$ cat config.mk
export PLATFORM = sky130hd
export DESIGN_NAME = aaie_exec
export DESIGN_NICKNAME = d
export VERILOG_FILES = /design/src/aaie_pkg.sv /design/src/aaie_exec.sv /design/src/aaie_alu.sv
export SDC_FILE = /design/constraint.sdc
export NUM_CORES = 1
export LEC_CHECK = 0
export ABC_AREA = 1
export BUFFER_PORTS_ARGS = -buffer_cell sky130_fd_sc_hd__buf_4
export CAP_MARGIN = 40
export CELL_PAD_IN_SITES_DETAIL_PLACEMENT = 0
export CELL_PAD_IN_SITES_GLOBAL_PLACEMENT = 2
export CORE_MARGIN = 1
export CORE_UTILIZATION = 32
export CTS_CLUSTER_SIZE = 8
export DETAILED_ROUTE_END_ITERATION = 16
export GPL_TIMING_DRIVEN = 1
export PLACE_DENSITY = 0.85
export SLEW_MARGIN = 0
export SYNTH_ARGS = -nofsm -noshare
export SYNTH_HDL_FRONTEND = slang
export SYNTH_HIERARCHICAL = 1
export SYNTH_SLANG_ARGS = --single-unit
$ cat constraint.sdc
create_clock -name ref_clk -period 7.18 [get_ports ref_clk]
set_input_delay 0 -clock ref_clk [delete_from_list [all_inputs] [get_ports ref_clk]]
set_output_delay 0 -clock ref_clk [all_outputs]
set_load 0.1 [all_outputs]
$ cat src/aaie_pkg.sv
// constants, opcodes and register map for the add/and execute block
package aaie_pkg;

  // instruction phases, gray order along the cycle
  typedef enum logic [1:0] {
    PH_Q1 = 2'b00,
    PH_Q2 = 2'b01,
    PH_Q3 = 2'b11,
    PH_Q4 = 2'b10
  } aaie_phase_e;

  // decoded operations
  typedef enum logic [2:0] {
    OP_NONE           = 3'h0,
    OP_ADD_LITERAL    = 3'h1,
    OP_ADD_WORK_FILE  = 3'h2,
    OP_ADD_WITH_CARRY = 3'h3,
    OP_AND_LITERAL    = 3'h4,
    OP_AND_WORK_FILE  = 3'h5
  } aaie_op_e;

  // opcode patterns
  localparam logic [7:0] OPC_ADD_LITERAL    = 8'h0F;
  localparam logic [7:0] OPC_AND_LITERAL    = 8'h0B;
  localparam logic [5:0] OPC_ADD_WORK_FILE  = 6'h09;
  localparam logic [5:0] OPC_ADD_WITH_CARRY = 6'h08;
  localparam logic [5:0] OPC_AND_WORK_FILE  = 6'h05;
  localparam int         OPC_DEST_BIT       = 9;
  localparam int         OPC_ACCESS_BIT     = 8;

  // access bank split and fixed banks
  localparam logic [7:0] ACCESS_SPLIT       = 8'h80;
  localparam logic [3:0] ACCESS_LOW_BANK    = 4'h0;
  localparam logic [3:0] ACCESS_HIGH_BANK   = 4'hF;

  // flag positions in the status register
  localparam int         FLAG_CARRY         = 0;
  localparam int         FLAG_NIBBLE        = 1;
  localparam int         FLAG_ZERO          = 2;
  localparam int         FLAG_WRAP          = 3;
  localparam int         FLAG_NEG           = 4;
  localparam int         FLAG_W             = 5;

  // register byte offsets
  localparam logic [7:0] REG_WORKING        = 8'h00;
  localparam logic [7:0] REG_STATUS         = 8'h04;
  localparam logic [7:0] REG_BANK_SELECT    = 8'h08;
  localparam logic [7:0] REG_EXEC           = 8'h0C;

  // exec register fields
  localparam int         EXEC_BUSY          = 0;
  localparam int         EXEC_UNKNOWN       = 1;
  localparam int         EXEC_RESULT_LSB    = 8;

  // reset values
  localparam logic [7:0] RST_WORKING        = 8'h00;
  localparam logic [4:0] RST_STATUS         = 5'h00;
  localparam logic [3:0] RST_BANK_SELECT    = 4'h0;

  // bus responses
  localparam logic [1:0] RESP_OKAY          = 2'b00;
  localparam logic [1:0] RESP_SLVERR        = 2'b10;

endpackage

$ cat src/aaie_exec.sv
// add/and instruction execute unit with register slave
//
// The implementer's own choices: the register offsets and the AXI4-Lite interface to the registers.
`timescale 1ns/1ps
`default_nettype none

module aaie_exec #(
  parameter int AXI_ADDR_W = 8,
  parameter int DMEM_ADDR_W = 12
) (
  // clock and reset
  input  wire logic                   ref_clk,
  input  wire logic                   rst,
  // register bus
  input  wire logic [AXI_ADDR_W-1:0]  s_axi_awaddr,
  input  wire logic                   s_axi_awvalid,
  output logic                        s_axi_awready,
  input  wire logic [31:0]            s_axi_wdata,
  input  wire logic [3:0]             s_axi_wstrb,
  input  wire logic                   s_axi_wvalid,
  output logic                        s_axi_wready,
  output logic [1:0]                  s_axi_bresp,
  output logic                        s_axi_bvalid,
  input  wire logic                   s_axi_bready,
  input  wire logic [AXI_ADDR_W-1:0]  s_axi_araddr,
  input  wire logic                   s_axi_arvalid,
  output logic                        s_axi_arready,
  output logic [31:0]                 s_axi_rdata,
  output logic [1:0]                  s_axi_rresp,
  output logic                        s_axi_rvalid,
  input  wire logic                   s_axi_rready,
  // instruction fetch
  input  wire logic [15:0]            instr_word,
  input  wire logic                   instr_valid,
  output logic                        instr_ready,
  output logic [1:0]                  phase,
  // banked data memory
  output logic [DMEM_ADDR_W-1:0]      dmem_addr,
  output logic                        dmem_rd_en,
  input  wire logic [7:0]             dmem_rdata,
  output logic                        dmem_wr_en,
  output logic [7:0]                  dmem_wdata
);

  initial begin
    if (AXI_ADDR_W < 4 || AXI_ADDR_W > 8) begin
      $error("aaie_exec: AXI_ADDR_W must be 4 to 8");
    end
    if (DMEM_ADDR_W != 12) begin
      $error("aaie_exec: DMEM_ADDR_W must be 12");
    end
  end

  aaie_pkg::aaie_phase_e          phase_q;
  aaie_pkg::aaie_op_e             op_q;
  aaie_pkg::aaie_op_e             op_d;
  logic                           active_q;
  logic                           dest_file_q;
  logic [7:0]                     lit_q;
  logic [7:0]                     result_q;
  logic [aaie_pkg::FLAG_W-1:0]    flags_q;
  logic [aaie_pkg::FLAG_W-1:0]    upd_q;
  logic [7:0]                     working_register_q;
  logic [aaie_pkg::FLAG_W-1:0]    status_q;
  logic [3:0]                     bank_select_register_q;
  logic                           unknown_q;
  logic [DMEM_ADDR_W-1:0]         dmem_addr_q;
  logic                           dmem_rd_en_q;
  logic                           dmem_wr_en_q;
  logic [7:0]                     dmem_wdata_q;
  logic [7:0]                     alu_result;
  logic [aaie_pkg::FLAG_W-1:0]    alu_flags;
  logic [aaie_pkg::FLAG_W-1:0]    alu_upd;
  logic                           take;
  logic                           commit;
  logic                           file_op_d;
  logic [11:0]                    addr_d;
  logic                           aw_got_q;
  logic                           w_got_q;
  logic [7:0]                     aw_addr_q;
  logic [31:0]                    w_data_q;
  logic                           w_lane0_q;
  logic                           wr_fire;
  logic                           wr_hit;
  logic                           bvalid_q;
  logic [1:0]                     bresp_q;
  logic                           rvalid_q;
  logic [31:0]                    rdata_q;
  logic [1:0]                     rresp_q;
  logic [7:0]                     rd_addr;

  // fetch handshake and phase
  assign instr_ready = (phase_q == aaie_pkg::PH_Q1);
  assign take        = instr_ready && instr_valid;
  assign phase       = phase_q;
  assign commit      = active_q && (phase_q == aaie_pkg::PH_Q4);

  // opcode decode
  always_comb begin
    op_d      = aaie_pkg::OP_NONE;
    file_op_d = 1'b0;
    if (instr_word[15:8] == aaie_pkg::OPC_ADD_LITERAL) begin
      op_d = aaie_pkg::OP_ADD_LITERAL;
    end else if (instr_word[15:8] == aaie_pkg::OPC_AND_LITERAL) begin
      op_d = aaie_pkg::OP_AND_LITERAL;
    end else if (instr_word[15:10] == aaie_pkg::OPC_ADD_WORK_FILE) begin
      op_d      = aaie_pkg::OP_ADD_WORK_FILE;
      file_op_d = 1'b1;
    end else if (instr_word[15:10] == aaie_pkg::OPC_ADD_WITH_CARRY) begin
      op_d      = aaie_pkg::OP_ADD_WITH_CARRY;
      file_op_d = 1'b1;
    end else if (instr_word[15:10] == aaie_pkg::OPC_AND_WORK_FILE) begin
      op_d      = aaie_pkg::OP_AND_WORK_FILE;
      file_op_d = 1'b1;
    end
  end

  // operand bank selection
  always_comb begin
    if (instr_word[aaie_pkg::OPC_ACCESS_BIT]) begin
      addr_d = {bank_select_register_q, instr_word[7:0]};
    end else if (instr_word[7:0] < aaie_pkg::ACCESS_SPLIT) begin
      addr_d = {aaie_pkg::ACCESS_LOW_BANK, instr_word[7:0]};
    end else begin
      addr_d = {aaie_pkg::ACCESS_HIGH_BANK, instr_word[7:0]};
    end
  end

  // four phase sequencer
  always_ff @(posedge ref_clk or posedge rst) begin
    if (rst) begin
      phase_q <= aaie_pkg::PH_Q1;
    end else begin
      case (phase_q)
        aaie_pkg::PH_Q1: phase_q <= aaie_pkg::PH_Q2;
        aaie_pkg::PH_Q2: phase_q <= aaie_pkg::PH_Q3;
        aaie_pkg::PH_Q3: phase_q <= aaie_pkg::PH_Q4;
        default:         phase_q <= aaie_pkg::PH_Q1;
      endcase
    end
  end

  // decode latch in the first phase
  always_ff @(posedge ref_clk or posedge rst) begin
    if (rst) begin
      active_q    <= 1'b0;
      op_q        <= aaie_pkg::OP_NONE;
      dest_file_q <= 1'b0;
      lit_q       <= 8'h00;
      dmem_addr_q <= '0;
    end else if (phase_q == aaie_pkg::PH_Q1) begin
      active_q    <= take && (op_d != aaie_pkg::OP_NONE);
      op_q        <= take ? op_d : aaie_pkg::OP_NONE;
      dest_file_q <= file_op_d && instr_word[aaie_pkg::OPC_DEST_BIT];
      lit_q       <= instr_word[7:0];
      if (take && file_op_d) begin
        dmem_addr_q <= addr_d;
      end
    end
  end

  // operand read strobe in the second phase
  always_ff @(posedge ref_clk or posedge rst) begin
    if (rst) begin
      dmem_rd_en_q <= 1'b0;
    end else begin
      dmem_rd_en_q <= take && file_op_d;
    end
  end

  aaie_alu u_alu (
    .work_val (working_register_q),
    .operand  ((op_q == aaie_pkg::OP_ADD_LITERAL || op_q == aaie_pkg::OP_AND_LITERAL) ? lit_q : dmem_rdata),
    .carry_in (status_q[aaie_pkg::FLAG_CARRY]),
    .op       (op_q),
    .result   (alu_result),
    .flags    (alu_flags),
    .flag_upd (alu_upd)
  );

  // compute in the third phase
  always_ff @(posedge ref_clk or posedge rst) begin
    if (rst) begin
      result_q     <= 8'h00;
      flags_q      <= '0;
      upd_q        <= '0;
      dmem_wr_en_q <= 1'b0;
      dmem_wdata_q <= 8'h00;
    end else if (phase_q == aaie_pkg::PH_Q3 && active_q) begin
      result_q     <= alu_result;
      flags_q      <= alu_flags;
      upd_q        <= alu_upd;
      dmem_wr_en_q <= dest_file_q;
      dmem_wdata_q <= alu_result;
    end else begin
      dmem_wr_en_q <= 1'b0;
    end
  end

  assign dmem_addr  = dmem_addr_q;
  assign dmem_rd_en = dmem_rd_en_q;
  assign dmem_wr_en = dmem_wr_en_q;
  assign dmem_wdata = dmem_wdata_q;

  // register write channel
  assign s_axi_awready = !aw_got_q && !bvalid_q;
  assign s_axi_wready  = !w_got_q && !bvalid_q;
  assign wr_fire       = aw_got_q && w_got_q && !bvalid_q;
  assign wr_hit        = wr_fire && w_lane0_q;

  always_ff @(posedge ref_clk or posedge rst) begin
    if (rst) begin
      aw_got_q  <= 1'b0;
      w_got_q   <= 1'b0;
      aw_addr_q <= 8'h00;
      w_data_q  <= 32'h0000_0000;
      w_lane0_q <= 1'b0;
      bvalid_q  <= 1'b0;
      bresp_q   <= aaie_pkg::RESP_OKAY;
    end else begin
      if (s_axi_awvalid && s_axi_awready) begin
        aw_got_q  <= 1'b1;
        aw_addr_q <= 8'(s_axi_awaddr);
      end
      if (s_axi_wvalid && s_axi_wready) begin
        w_got_q   <= 1'b1;
        w_data_q  <= s_axi_wdata;
        w_lane0_q <= s_axi_wstrb[0];
      end
      if (wr_fire) begin
        aw_got_q <= 1'b0;
        w_got_q  <= 1'b0;
        bvalid_q <= 1'b1;
        if (aw_addr_q == aaie_pkg::REG_WORKING || aw_addr_q == aaie_pkg::REG_STATUS ||
            aw_addr_q == aaie_pkg::REG_BANK_SELECT || aw_addr_q == aaie_pkg::REG_EXEC) begin
          bresp_q <= aaie_pkg::RESP_OKAY;
        end else begin
          bresp_q <= aaie_pkg::RESP_SLVERR;
        end
      end else if (s_axi_bready && bvalid_q) begin
        bvalid_q <= 1'b0;
      end
    end
  end

  assign s_axi_bvalid = bvalid_q;
  assign s_axi_bresp  = bresp_q;

  // working register, execution wins over software
  always_ff @(posedge ref_clk or posedge rst) begin
    if (rst) begin
      working_register_q <= aaie_pkg::RST_WORKING;
    end else if (commit && !dest_file_q) begin
      working_register_q <= result_q;
    end else if (wr_hit && aw_addr_q == aaie_pkg::REG_WORKING) begin
      working_register_q <= w_data_q[7:0];
    end
  end

  // status flags, only the updated ones change on commit, a software write loads all of them
  always_ff @(posedge ref_clk or posedge rst) begin
    if (rst) begin
      status_q <= aaie_pkg::RST_STATUS;
    end else if (commit) begin
      status_q <= (status_q & ~upd_q) | (flags_q & upd_q);
    end else if (wr_hit && aw_addr_q == aaie_pkg::REG_STATUS) begin
      status_q <= w_data_q[aaie_pkg::FLAG_W-1:0];
    end
  end

  // bank select register
  always_ff @(posedge ref_clk or posedge rst) begin
    if (rst) begin
      bank_select_register_q <= aaie_pkg::RST_BANK_SELECT;
    end else if (wr_hit && aw_addr_q == aaie_pkg::REG_BANK_SELECT) begin
      bank_select_register_q <= w_data_q[3:0];
    end
  end

  // unknown opcode sticky flag, set wins over clear
  always_ff @(posedge ref_clk or posedge rst) begin
    if (rst) begin
      unknown_q <= 1'b0;
    end else if (take && op_d == aaie_pkg::OP_NONE) begin
      unknown_q <= 1'b1;
    end else if (wr_hit && aw_addr_q == aaie_pkg::REG_EXEC && w_data_q[aaie_pkg::EXEC_UNKNOWN]) begin
      unknown_q <= 1'b0;
    end
  end

  // register read channel
  assign s_axi_arready = !rvalid_q;
  assign rd_addr       = 8'(s_axi_araddr);

  always_ff @(posedge ref_clk or posedge rst) begin
    if (rst) begin
      rvalid_q <= 1'b0;
      rdata_q  <= 32'h0000_0000;
      rresp_q  <= aaie_pkg::RESP_OKAY;
    end else if (s_axi_arvalid && s_axi_arready) begin
      rvalid_q <= 1'b1;
      rresp_q  <= aaie_pkg::RESP_OKAY;
      rdata_q  <= 32'h0000_0000;
      if (rd_addr == aaie_pkg::REG_WORKING) begin
        rdata_q[7:0] <= working_register_q;
      end else if (rd_addr == aaie_pkg::REG_STATUS) begin
        rdata_q[aaie_pkg::FLAG_W-1:0] <= status_q;
      end else if (rd_addr == aaie_pkg::REG_BANK_SELECT) begin
        rdata_q[3:0] <= bank_select_register_q;
      end else if (rd_addr == aaie_pkg::REG_EXEC) begin
        rdata_q[aaie_pkg::EXEC_BUSY]                            <= active_q;
        rdata_q[aaie_pkg::EXEC_UNKNOWN]                         <= unknown_q;
        rdata_q[aaie_pkg::EXEC_RESULT_LSB+7:aaie_pkg::EXEC_RESULT_LSB] <= result_q;
      end else begin
        rresp_q <= aaie_pkg::RESP_SLVERR;
      end
    end else if (s_axi_rready && rvalid_q) begin
      rvalid_q <= 1'b0;
    end
  end

  assign s_axi_rvalid = rvalid_q;
  assign s_axi_rdata  = rdata_q;
  assign s_axi_rresp  = rresp_q;

endmodule

`default_nettype wire

$ cat src/aaie_alu.sv
// adder and logic unit with flag generation
`timescale 1ns/1ps
`default_nettype none

module aaie_alu (
  // operands
  input  wire logic [7:0]             work_val,
  input  wire logic [7:0]             operand,
  input  wire logic                   carry_in,
  input  wire aaie_pkg::aaie_op_e     op,
  // results
  output logic [7:0]                  result,
  output logic [aaie_pkg::FLAG_W-1:0] flags,
  output logic [aaie_pkg::FLAG_W-1:0] flag_upd
);

  logic [8:0] sum;
  logic [4:0] low_sum;
  logic       cin;

  always_comb begin
    cin      = (op == aaie_pkg::OP_ADD_WITH_CARRY) ? carry_in : 1'b0;
    sum      = {1'b0, work_val} + {1'b0, operand} + {8'h00, cin};
    low_sum  = {1'b0, work_val[3:0]} + {1'b0, operand[3:0]} + {4'h0, cin};
    result   = 8'h00;
    flags    = '0;
    flag_upd = '0;
    case (op)
      aaie_pkg::OP_ADD_LITERAL,
      aaie_pkg::OP_ADD_WORK_FILE,
      aaie_pkg::OP_ADD_WITH_CARRY: begin
        result                       = sum[7:0];
        flags[aaie_pkg::FLAG_CARRY]  = sum[8];
        flags[aaie_pkg::FLAG_NIBBLE] = low_sum[4];
        flags[aaie_pkg::FLAG_WRAP]   = (work_val[7] == operand[7]) && (sum[7] != work_val[7]);
        flags[aaie_pkg::FLAG_ZERO]   = (sum[7:0] == 8'h00);
        flags[aaie_pkg::FLAG_NEG]    = sum[7];
        flag_upd                     = '1;
      end
      aaie_pkg::OP_AND_LITERAL,
      aaie_pkg::OP_AND_WORK_FILE: begin
        result                       = work_val & operand;
        flags[aaie_pkg::FLAG_ZERO]   = ((work_val & operand) == 8'h00);
        flags[aaie_pkg::FLAG_NEG]    = result[7];
        flag_upd[aaie_pkg::FLAG_ZERO] = 1'b1;
        flag_upd[aaie_pkg::FLAG_NEG]  = 1'b1;
      end
      default: begin
        result = 8'h00;
      end
    endcase
  end

endmodule

`default_nettype wire

# Yosys cells after proc, flatten, opt, wreduce, memory -nomap -nowiden
# Index checks and enable logic that the tools add are counted.
# totals
ff_bits	106
output_inout_bits	66
# classes
n_addsub	4
order_cmp	1
eq_ne	21
n_mux	55
bitwise	5
n_reduce_logical	51
# op_table
op	count
$mux W8	7
$eq A8 B4 Y1 const B	6
$logic_not A8 Y1	4
$logic_and A1 B1 Y1	24
$mux W12	2
$mux W1	21
$mux W3	7
$mux W2	10
$eq A8 B3 Y1 const B	2
$pmux W8 S2	1
$mux W5	3
$reduce_bool A2 Y1	7
$eq A6 B4 Y1 const B	2
$and A5 B5 Y5	2
$add A8 B8 Y9	1
$add A9 B1 Y9	1
$and A8 B8 Y8	1
$lt A8 B8 Y1 const B	1
$eq A3 B2 Y1 const B	2
$eq A3 B3 Y1 const B	2
$eq A6 B3 Y1 const B	1
$pmux W2 S3	1
$add A4 B4 Y5	1
$add A5 B1 Y5	1
other kinds (18)	27

# Longest topological paths before layout
# Gate-level depths: netlist of run 1.
# logic_depth
depth_word	9
ltp_mapped	19
ltp_nobuf	19

# Cells and area by module
# Netlist of run 1, hierarchy kept.
# by_module_without_submodules
module	n_inst	cells_each	area_per_inst_um2	seq_area_each_um2
aaie_exec	1	553	4828.4	2602.5
aaie_alu	1	118	633.1	0.0

# Worst setup path after synthesis of run 1
# No wires, ideal clock.
# synth_path
kind	register -> register
start	register bvalid_q, in the netlist s_axi_bvalid
end	register aw_addr_q[0]
setup_time_ns	0.125
arrival_ns	2.896
slack_ns	4.159
stages_incl_launch_ff	5
path_cell_list	dfrtp_1 nor2_1 nand2_1 buf_2 mux2_2
# synth_via
elab_chain_len	3
# synth_lines
element	line	text
start: declaration	aaie_exec.sv:85	logic bvalid_q;
start signal: assignment	aaie_exec.sv:218	bvalid_q <= 1'b0;
start signal: assignment	aaie_exec.sv:233	bvalid_q <= 1'b1;
start signal: assignment	aaie_exec.sv:241	bvalid_q <= 1'b0;
$logic_not A1 Y1	aaie_exec.sv:206	assign s_axi_awready = !aw_got_q && !bvalid_q;
$logic_and A1 B1 Y1	aaie_exec.sv:206	
net s_axi_awready	aaie_exec.sv:17	output logic s_axi_awready,
$logic_and A1 B1 Y1	aaie_exec.sv:221	if (s_axi_awvalid && s_axi_awready) begin
end signal: assignment	aaie_exec.sv:223	aw_addr_q <= 8'(s_axi_awaddr);
end: declaration	aaie_exec.sv:80	logic [7:0] aw_addr_q;
# The timed path passes the listed nets, and every way through them passes these cells.
# A chain may end at the register's enable or synchronous reset.

# Final worst setup path of run 1
# layout_path
start	register op_q[2]
end	register flags_q[2] (netlist name)
# layout_via
elab_chain_len	7
word_cells_on_any_way	16
classes_between	add/sub: 2; eq/ne: 5; mux: 3; bitwise: 1; reduce/logical: 5
# layout_lines
element	line	text
start: declaration	aaie_exec.sv:55	aaie_pkg::aaie_op_e op_q;
start signal: assignment	aaie_exec.sv:147	op_q <= aaie_pkg::OP_NONE;
start signal: assignment	aaie_exec.sv:153	op_q <= take ? op_d : aaie_pkg::OP_NONE;
$eq A3 B1 Y1 / $eq A3 B3 Y1 (equally long branches)	aaie_exec.sv:173, aaie_alu.sv:28	
$logic_or A1 B1 Y1	aaie_exec.sv:173	.operand ((op_q == aaie_pkg::OP_ADD_LITERAL || op_q == aaie_pkg::OP_AND_LITERAL) ? lit_q : dmem_rdata),
$mux W8	aaie_exec.sv:173	
$add A8 B8 Y9	aaie_alu.sv:23	sum = {1'b0, work_val} + {1'b0, operand} + {8'h00, cin};
$add A9 B1 Y9	aaie_alu.sv:23	
$logic_not A8 Y1	aaie_alu.sv:36	flags[aaie_pkg::FLAG_ZERO] = (sum[7:0] == 8'h00);
$pmux W1 S2 *	aaie_alu.sv:28	case (op)
net alu_flags, one bit	aaie_exec.sv:72	logic [aaie_pkg::FLAG_W-1:0] alu_flags;
end signal: assignment	aaie_exec.sv:191	flags_q <= alu_flags;
end: declaration	aaie_exec.sv:61	logic [aaie_pkg::FLAG_W-1:0] flags_q;
# Mark *: on every way through the listed nets, which the timed path passes. The rest lies on a longest branch.

==> summary.txt, run 1 <==
Status
  • Status: finished, final reports clean

CTS
  • Clock sinks: between 100 and 150
  • CTS H-Tree Depth: 3
  • TritonCTS clock tree: built
  • Inserted Clock Buffers: 9
  • Post-CTS sizing: 0
  • Max clock buf depth: 2
  • Clk Latency, worst-skew pair: 0.35 ns
  • CTS root buf: clkbuf_16
  • CTS clock-pin slew for the worst setup and hold paths: 0.07 ns
  • Post-CTS Hold Fix Bufs: 30
  • Post-CTS setup buffers: 0

Floorplanning
  • Area of the core: between 0.015 and 0.02 sq mm
  • Die H: around 130 um
  • Die W: roughly 130 um
  • Top Ports: 150
  • FP Rows: 47
  • Initial core utilization: around a third
  • DIE AREA: between 0.015 and 0.02 sq mm

Route
  • Routed len/inst: 13.4 um
  • First-iteration detailed-routing DRC count: slightly below 200
  • Final wirelength: 13700 um
  • Initial DRT Pass Iterations: 4
  • Vias: 4615
  • Drt via density: approximately 4.5
  • DR DRC count: 0
  • Final antenna-violating net count: 0

STA
  • RSZ-0062 raised after global routing: false
  • Fin. max-slew vios: 0
  • Final period util: a little under half
  • Fin worst setup slack: 3.88 ns
  • Hold Vio Cnt, Final: 0
  • Final setup viols: 0
  • Final min period: 3.30 ns
  • Slew @ Worst Pin: about 0.83 ns
  • Slew margin rel.: 44.2%
  • F_max: approximately 0.30 GHz
  • Setup TNS: 0 ns
  • Final Skew: around 0.011 ns

Synthesis
  • Syn. warnings: 6
  • Mean Syn Cell Area: around 8 sq um
  • Synth unique cells: 37
  • Top post-synthesis cells by count: 197 x nand2_1, 104 x dfrtp_1, 70 x inv_1
  • Share of flip-flops with an asynchronous set or reset: 100%
  • EDFF count, synth: 0
  • Sequential-to-total area share from yosys stat: between 40% and 50%
  • Post-synth top flop: dfrtp_1
  • Gate Count Post-Synth: 671
  • Top cells by area, synth: dfrtp_1 48%, nand2_1 14%, nand3_1 5.0%, inv_1 4.8%, o21ai_0 3.9%
  • Area share of the largest cell type after synthesis: a little under half
  • Synthesized flop and latch total: 104
  • Top-count cell post-synth: nand2_1
  • Mapped Area: between 0.005 and 0.006 sq mm
  • Post-synth top area cell: dfrtp_1

Worst setup path
  • CP Cell Sequence: o21ai_1, nand2_1, o21ai_0, inv_1, fa_1, inv_1, fa_1, nand2_1, nand2_2, nand2_1, nand2_1, nand2_1, nand3_1, nor2_2, nand2_1, nand2_1, mux2_2
  • R2r setup slk: 3.88 ns
  • Critical Path End Type: register
  • CP max stage cell: o21ai_1
  • Startpoint Class: register
  • Max incr delay on CP: approximately 0.7 ns
  • RR Endpoint: flags_q[2]
  • Worst EP arrival: around 3.5 ns
  • Most common cell on crit path: nand2_1
  • Crit Path Category: register to register
  • Worst r2r path cells: 17
  • R2r startpoint: op_q[2]
  • CP Data Required Time: approximately 7.4 ns
  • Critical path peak fanout: 16

Global route
  • First-pass GRT wire length: 22300 um
  • Vias in the first global route: 4384
  • Remaining Overflow, GRT: 0
  • Met1 GRT Util: between 20 and 25%
  • Grt peak-use layer: met2
  • Tot GR Track Use: 16.2%
  • Global-route met3 utilization: 2.72%
  • Pin count of the biggest net entering global routing: 47
  • Initial antenna violation count: 0
  • Met2 usage: 26.3%

Place
  • Post-DP Area: 0.00635 sq mm
  • Pre-CTS setup slack: 3.87 ns
  • RD Place Congestion: slightly below 0.8
  • DP HPWL: between 10000 and 15000 um
  • PortBufs: between 100 and 150

Layout
  • Layout cells sized above 1: roughly 22%
  • Multi-input logic area: 0.00238 sq mm
  • Area Overhead vs Synth: 27.5%
  • Design Area, Final: ~0.007 sq mm
  • Final Util: a little over two fifths
  • Ant diodes: 0
  • Fillers: between 1500 and 2000
  • Fin nets: just under 900
  • Sequential Area: between 0.002 and 0.003 sq mm

Min path
  • Worst Hold Class: input port to register
  • Hold path startpoint: instr_valid
  • Hold path cells: 5
  • Worst hold endpoint: active_q

Run
  • Max Cap Viol: 0

Pwr
  • Lkg Pwr: ~0.0037 uW
  • Pwr Density: slightly below 300 mW/mm^2
  • Max rail drop VDD: roughly 0.13 mV
[final cells by class]
cell class,instances,area share [%]
multi-input combinational,473,34.2
clock inverter,7,1.22
clock buffer,9,3.23
timing repair buffer,136,16.0
tap,220,3.95
sequential,104,37.4
inverter,74,4.02
[report_power, final]
group / total (uW) / leakage (uW) / switching (uW) / internal, uW
logic: 750 / 0.00219 / 530 / 219
clock network: 509 / 0.000150 / 233 / 277
registers: 794 / 0.00132 / 92.4 / 701
[sequential cells by signal, summed over array words and instances (netlist names), 2 cells and up, named ones only]
name	count
w_data_q	8
aw_addr_q	8
phase	2
upd_q	5
dmem_addr	12
working_register_q	8
lit_q	8
bank_select_register_q	4
flags_q	5
dmem_wdata	8
op_q	3
s_axi_rdata	16
[layout by cell type, fill, tap and decap left out, types with 3 or more instances in the layout]
master / n
inv_2: 3
conb_1: 18
nand2_2: 9
o22ai_1: 3
nand3_1: 55
dlygate4sd3_1: 30
ha_1: 8
mux2_2: 14
a21oi_1: 26
clkbuf_16: 9
nor2_4: 3
buf_4: 105
inv_1: 69
o21ai_2: 11
inv_6: 3
nand2_1: 197
nor2_2: 3
nand4_1: 4
dfrtp_1: 104
o21ai_1: 5
nand2_4: 3
o21ai_0: 43
nor2_1: 52
mux2_1: 3
[metrics by stage]
step,hold WS [ns],instances,total power (uW)
4_1_cts,0.0331,1023,2080
2_1_floorplan,0.0964,688,1370
6_report,0.0446,1023,2050
5_1_grt,0.0493,1023,2170
3_3_place_gp,-0.0104,976,1540
3_5_place_dp,-0.00153,977,1550
[worst max path at each step]
stage,cells after the start,slack [ns],from,endpoint
floorplan,4,4.16,s_axi_bvalid,aw_addr_q[0]
global placement,17,3.90,op_q[2],flags_q[2]
detailed placement,17,3.87,op_q[2],flags_q[2]
CTS,17,3.84,op_q[2],flags_q[2]
global route,17,3.49,op_q[2],flags_q[2]
finish,17,3.88,op_q[2],flags_q[2]
[cells by family (layout without fill, tap and decap cells)]
family          Yosys count  in the layout  synth area share (%)
xor+xnor                  1              1                 0.160
other cells               1             18                0.0687
simple gates            335            335                  26.7
buf+inv                 111            226                  9.92
compound gates           92             92                  9.46
mux                      17             17                  3.51
flops                   104            104                  47.7
fa+ha+maj                10             10                  2.57
[metal layers]
layer  vias to the layer above  share of wire, %
li1                       2361                 -
met1                      2153                48
met2                        93                48
met3                         8               3.1
met4                         0               1.2
met5                         -                 0
[worst max-delay path, delay by kind of cell (launching register included)]
family,cells,cell delay (ns)
simple gates,10,0.78
buf+inv,2,0.21
fa+ha+maj,2,0.62
compound gates,2,0.84
flops,1,0.47
mux,1,0.25
(Power assumes the default switching activity.)
==> inputs of run 2 (changes only) <==
--- a/config.mk
+++ b/config.mk
@@ -5,17 +5,17 @@
 export SDC_FILE = /design/constraint.sdc
 export NUM_CORES = 1
 export LEC_CHECK = 0
-export ABC_AREA = 1
+export ABC_AREA = 0
 export BUFFER_PORTS_ARGS = -buffer_cell sky130_fd_sc_hd__buf_4
 export CAP_MARGIN = 40
 export CELL_PAD_IN_SITES_DETAIL_PLACEMENT = 0
 export CELL_PAD_IN_SITES_GLOBAL_PLACEMENT = 2
 export CORE_MARGIN = 1
-export CORE_UTILIZATION = 32
+export CORE_UTILIZATION = 29
 export CTS_CLUSTER_SIZE = 8
 export DETAILED_ROUTE_END_ITERATION = 16
 export GPL_TIMING_DRIVEN = 1
-export PLACE_DENSITY = 0.85
+export PLACE_DENSITY = 0.75
 export SLEW_MARGIN = 0
 export SYNTH_ARGS = -nofsm -noshare
 export SYNTH_HDL_FRONTEND = slang
==> constraint.sdc (replaced) <==
create_clock -name ref_clk -period 3 [get_ports ref_clk]
set_input_delay 0 -clock ref_clk [delete_from_list [all_inputs] [get_ports ref_clk]]
set_output_delay 0 -clock ref_clk [all_outputs]
set_load 0.1 [all_outputs]
==> run 2 against run 1 <==
Against the previous run:
- setup slack worse by 3.8 ns
- first-iteration DRC count is 16% lower
- wire length down 1.0%
- area after synthesis fell by 3.2%
- design area up 0.95%
- fmax grew 11%
- global-route usage decreased by 0.85 points
- sequential cell count unchanged
- critical path type unchanged
- largest cell class unchanged
- largest power group unchanged
==> summary.txt, run 2 <==
Status
  • Status: finished, final reports clean

Route
  • First-iteration detailed-routing DRC count: about 160
  • Drt via density: around 4.7
  • Routed len/inst: 15.7 um
  • Vias: slightly above 4000
  • Final wirelength: between 10000 and 15000 um
  • DR DRC count: 0
  • Final antenna-violating net count: 0
  • Initial DRT Pass Iterations: 4

Floorplanning
  • Initial core utilization: between 20% and 30%
  • FP Rows: 49
  • Die H: approximately 140 um
  • DIE AREA: 0.0188 sq mm
  • Area of the core: 0.0179 sq mm
  • Die W: 137 um
  • Top Ports: 150

Synthesis
  • Share of flip-flops with an asynchronous set or reset: 100%
  • Synthesized flop and latch total: approximately 100
  • Area share of the largest cell type after synthesis: 49.2%
  • Post-synth top area cell: dfrtp_1
  • Sequential-to-total area share from yosys stat: between 40 and 50%
  • Post-synthesis adder-cell area fraction: roughly 2.7%
  • Syn. warnings: 6
  • Simple-gate portion of the synthesized area: roughly 13%
  • Post-synthesis xor/xnor area fraction: less than 1%
  • Top-count cell post-synth: dfrtp_1
  • Mean Syn Cell Area: between 10 and 15 sq um
  • EDFF count, synth: 0
  • Mux contribution to synthesized area: 15.5%
  • Mapped Area: 0.00529 sq mm
  • Synth unique cells: 60
  • Top cells by area, synth: dfrtp_1 49%, mux2_2 12%, nand2_1 4.3%, mux2i_1 3.4%, buf_4 3.1%
  • Post-synth top flop: dfrtp_1
  • Largest family of logic cells by synthesized area: multiplexers
  • Top post-synthesis cells by count: 104 x dfrtp_1, 60 x nand2_1, 57 x mux2_2
  • Compound-Gate Fraction of Synth Area: between 10% and 20%
  • Gate Count Post-Synth: between 400 and 500

STA
  • Hold_ws: around 0.022 ns
  • F_max: 0.337 GHz
  • Slew @ Worst Pin: approximately 0.88 ns
  • Hold Vio Cnt, Final: 0
  • Fin. max-slew vios: 0
  • Setup TNS: 0 ns
  • RSZ-0062 raised after global routing: true
  • Final setup viols: 0
  • Final min period: roughly 3.0 ns
  • Slew margin rel.: between 40% and 50%
  • Final period util: between 90 and 100%
  • Final Skew: a little under 0.008 ns

Worst setup path
  • Critical Path End Type: register
  • CP Data Required Time: 3.25 ns
  • Worst EP arrival: approximately 3.2 ns
  • Crit Path Category: register to register
  • Critical path peak fanout: 4
  • Startpoint Class: register

Global route
  • Pin count of the biggest net entering global routing: 62
  • Tot GR Track Use: around 15%
  • Remaining Overflow, GRT: 0
  • Initial antenna violation count: 0
  • Vias in the first global route: ~4200
  • First-pass GRT wire length: approximately 22000 um

CTS
  • TritonCTS clock tree: built
  • Clk Latency, worst-skew pair: 0.36 ns
  • CTS root buf: clkbuf_16
  • Clock sinks: about 100
  • Max clock buf depth: 2
  • CTS H-Tree Depth: 3
  • Inserted Clock Buffers: 9
  • CTS clock-pin slew for the worst setup and hold paths: about 0.08 ns

Layout
  • Fin nets: a little over 700
  • Fillers: between 1500 and 2000
  • Multi-input logic area: about 0.0025 sq mm
  • Layout cells sized above 1: around 36%
  • Commonest non-fill, non-tap cell in the layout: buf_4
  • Area Overhead vs Synth: 33.0%
  • Ant diodes: 0
  • Sequential Area: 0.00260 sq mm
  • Max reg flops: 16
  • Commonest non-fill, non-tap cells in the layout: 125 x buf_4, 104 x dfrtp_1, 60 x nand2_1, 54 x mux2_2, 33 x dlygate4sd3_1

Place
  • PortBufs: 104
  • RD Place Congestion: ~0.77
  • DP HPWL: just over 10000 um

Pwr
  • Pwr Density: approximately 660 mW/mm^2
  • Max rail drop VDD: 0.677 mV
  • Lkg Pwr: roughly 0.0034 uW

Min path
  • Worst Hold Class: input port to register

Run
  • Max Cap Viol: 0
## run 2: cells by family after synthesis
logic type                 count (synthesis)
and+or+nand+nor                          134
muxes                                     75
other                                      1
xor gates and xnor gates                   3
DFF                                      104
adders and majority gates                 10
AOI/OAI and AO/OA                        100
buffers and inverters                     57
## run 2: report_power, final
part / internal (uW) / total [uW] / switching, uW
Clock: 660 / 1230 / 572
Combinational: 558 / 1580 / 1020
Sequential: 1630 / 1850 / 219
Total: 2850 / 4660 / 1810
## run 2: through the flow
step | area, sq um | utilization, % | instances | setup slack (ns) | total power [uW]
2_1_floorplan | 5380 | - | 501 | 0.0110 | 3010
3_3_place_gp | 6290 | 35.2 | 808 | 0.0591 | 3370
3_5_place_dp | 6340 | 35.4 | 810 | 0.0387 | 3410
4_1_cts | 6970 | 39.0 | 859 | 0.0128 | 4690
5_1_grt | 7030 | 39.3 | 863 | -0.0815 | 4910
6_report | 7030 | 39.3 | 863 | 0.0370 | 4660
## run 2: what timing repair did
action | in CTS | in global routing
setup endpoints to repair | 0 | 8
hold buffers | 33 | 0
endpoints found under the hold margin | 116 | 0
setup buffers | 0 | 4
gates resized for setup | 0 | 9
## run 2: worst max-delay path, cell delays in order, from the launching register on
cell and delay, ns:
dfrtp_1 0.39, xnor2_1 0.14, nor2_2 0.15, buf_4 0.13
mux2_2 0.36, ha_1 0.35, and2b_4 0.21, a221o_1 0.32
a211o_1 0.32, a22o_1 0.23, mux2_2 0.27
## run 2: worst paths after layout
kind	slack (ns)	end	cells after the start	start
max in group asynchronous	2.01	op_q[1]	5	rst
hold reg to reg	0.46	phase[1]	0	phase[0]
hold / removal	0.02	w_got_q	3	s_axi_wvalid
setup / recovery	0.04	dmem_wdata[7]	10	op_q[2]
setup reg to reg	0.04	dmem_wdata[7]	10	op_q[2]
min in group asynchronous	0.13	s_axi_rdata[3]	3	rst
## run 2: per-layer routing
layer / share of wire [%] / global-route usage (%) / routed length [um]
met1: 47 / 20.1 / 6330
met2: 47 / 25.3 / 6410
met3: 4.9 / 3.96 / 661
met4: 1.0 / 3.85 / 137
met5: 0 / 0 / 0
## run 2: cell type report
class                           instances  area share [%]
Multi-Input combinational cell        340            35.1
Inverter                               14           0.783
Clock buffer                           10            3.26
Tap cell                              229            4.07
Timing Repair Buffer                  160            18.6
Sequential cell                       104            37.0
Clock inverter                          6            1.12
==> inputs of run 3 (changes only) <==
==> constraint.sdc (replaced) <==
create_clock -name ref_clk -period 3 [get_ports ref_clk]
set_input_delay 0.6 -clock ref_clk [delete_from_list [all_inputs] [get_ports ref_clk]]
set_output_delay 0.6 -clock ref_clk [all_outputs]
set_load 0.1 [all_outputs]
==> run 3 against run 2 <==
Against the previous run:
- fmax is essentially flat
- hold slack improved by 0.29 ns
- via count shrank 1.7%
- die area unchanged
- register-to-register slack about the same
- critical endpoint is now flags_q[2]
- clock power about the same
- clock-buffer cell count rose by 1
- non-clock buffer count down 29
- wire length decreased by 2.3%
- critical path type unchanged
- final cell count shrank 3.4%
- combinational power about the same
==> summary.txt, run 3 (synthesized netlist as in run 2, its figures left out) <==
Worst setup path
  • R2r setup slk: ~0.038 ns
  • RR Endpoint: flags_q[2]
  • Setup crit end: flags_q[2]
  • Startpoint Class: register
  • Worst r2r path cells: 11
  • R2r startpoint: op_q[2]
  • CP Data Required Time: 3.29 ns
  • Crit path launch: op_q[2]
  • Crit Path Category: register to register
  • Critical path peak fanout: 4
  • Worst EP arrival: ~3.3 ns
  • Critical Path End Type: register

Layout
  • Sequential Area: 0.00260 sq mm
  • Multi-input logic area: between 0.002 and 0.0025 sq mm
  • Design Area, Final: approximately 0.0067 sq mm
  • Commonest non-fill, non-tap cells in the layout: 129 x buf_4, 104 x dfrtp_1, 60 x nand2_1, 55 x mux2_2, 27 x o21ai_0
  • Max reg flops: 16
  • Commonest non-fill, non-tap cell in the layout: buf_4
  • Fillers: around 1800
  • Ant diodes: 0
  • Fin nets: a little under 700
  • Area Overhead vs Synth: 27.3%
  • Layout cells sized above 1: a little under two fifths

Pwr
  • Lkg Pwr: approximately 0.0033 uW
  • Pwr Density: 688 mW/mm^2
  • Max rail drop VDD: between 0.6 and 0.7 mV

Floorplanning
  • DIE AREA: between 0.015 and 0.02 sq mm
  • FP Rows: 49
  • Die H: around 140 um
  • Top Ports: 150
  • Initial core utilization: approximately 30%
  • Die W: 137 um
  • Area of the core: about 0.018 sq mm

STA
  • Final period util: a little over nine tenths
  • Hold Vio Cnt, Final: 0
  • Slew @ Worst Pin: approximately 0.9 ns
  • Fin. max-slew vios: 0
  • RSZ-0062 raised after global routing: true
  • Fin worst setup slack: 0.0383 ns
  • Final setup viols: 0
  • Final min period: approximately 3.0 ns
  • F_max: 0.338 GHz
  • Slew margin rel.: between 30% and 40%
  • Final Skew: ~0.0052 ns

CTS
  • CTS root buf: clkbuf_16
  • Post-CTS Hold Fix Bufs: 0
  • CTS H-Tree Depth: 3
  • Max clock buf depth: 2
  • Clock sinks: 104
  • Inserted Clock Buffers: 9
  • TritonCTS clock tree: built
  • CTS clock-pin slew for the worst setup and hold paths: approximately 0.070 ns
  • Clk Latency, worst-skew pair: 0.35 ns

Route
  • Drt via density: between 4 and 5
  • Final antenna-violating net count: 0
  • First-iteration detailed-routing DRC count: around 150
  • Routed len/inst: around 16 um
  • Final wirelength: ~13000 um
  • Initial DRT Pass Iterations: 4
  • DR DRC count: 0
  • Vias: just under 4000

Status
  • Status: finished, final reports clean

Global route
  • Initial antenna violation count: 0
  • Vias in the first global route: approximately 4000
  • Pin count of the biggest net entering global routing: 81
  • First-pass GRT wire length: roughly 21000 um
  • Remaining Overflow, GRT: 0
  • Tot GR Track Use: between 10% and 20%

Min path
  • Worst Hold Class: input port to async pin

Place
  • Pre-CTS setup slack: -0.0309 ns
  • PortBufs: 104
  • DP HPWL: between 10000 and 15000 um
  • RD Place Congestion: roughly 0.82
  • Post-DP Area: about 0.0064 sq mm

Run
  • Max Cap Viol: 0
[run 3: cell count changes in the layout (fill, tap and decap cells not counted), moves of 2 or more]
cell           previous run  this run
ha_1                      7         5
buf_4                   125       129
dlygate4sd3_1            33         0
ha_4                      1         3
[run 3: power by group]
| group | leakage [uW] | switching, uW | internal [uW] | total (uW) |
|---|---|---|---|---|
| registers | 0.00134 | 222 | 1630 | 1860 |
| clock network | 0.000141 | 552 | 656 | 1210 |
| logic | 0.00179 | 1020 | 546 | 1570 |
| total | 0.00327 | 1800 | 2840 | 4630 |
[run 3: worst min-delay path by stage]
stage | to | slack [ns]
after floorplan | lit_q[0] | 0.44
final | w_lane0_q | 0.31
after CTS | aw_addr_q[6] | 0.33
after detailed placement | phase[1] | 0.44
after global placement | phase[1] | 0.45
after global routing | aw_addr_q[5] | 0.36
[run 3: metal layers]
metal / vias to the layer above / wire length, um / global-route usage, %
met3: 15 / 707 / 3.52
met5: - / 0 / 0
li1: 1910 / - / -
met4: 0 / 149 / 3.91
met1: 1940 / 6240 / 19.7
met2: 101 / 6120 / 23.6
[run 3: critical path: stages (launching register included)]
cell and delay (ns):
dfrtp_1 0.39, xnor2_1 0.14, nor2_2 0.18, buf_4 0.14
mux2_2 0.37, ha_4 0.30, and2b_4 0.18, a221o_1 0.31
a211o_1 0.31, buf_4 0.15, o31ai_2 0.24, mux2_2 0.18
[run 3: cell type report]
class	instances	share of cell area (%)
Timing Repair Buffer	131	14.9
Tap cell	229	4.26
Sequential cell	104	38.7
Inverter	14	0.837
Clock inverter	5	0.948
Clock buffer	11	3.46
Multi-Input combinational cell	340	37.0
[run 3: timing repair]
| item | in CTS | in global routing |
|---|---|---|
| buffers inserted | 0 | 4 |
| gates resized for setup | 1 | 10 |
| pin swaps | 4 | 3 |
| setup endpoints to repair | 3 | 7 |
[run 3: per-stage QoR]
step | setup TNS [ns] | power (uW) | std cells | utilization, % | hold WS [ns]
2_1_floorplan | 0 | 3010 | 501 | - | 0.440
3_3_place_gp | -0.0422 | 3390 | 814 | 35.5 | 0.447
3_5_place_dp | -0.0309 | 3420 | 814 | 35.5 | 0.439
4_1_cts | 0 | 4650 | 830 | 37.2 | 0.330
5_1_grt | -0.337 | 4870 | 834 | 37.6 | 0.356
6_report | 0 | 4630 | 834 | 37.6 | 0.311
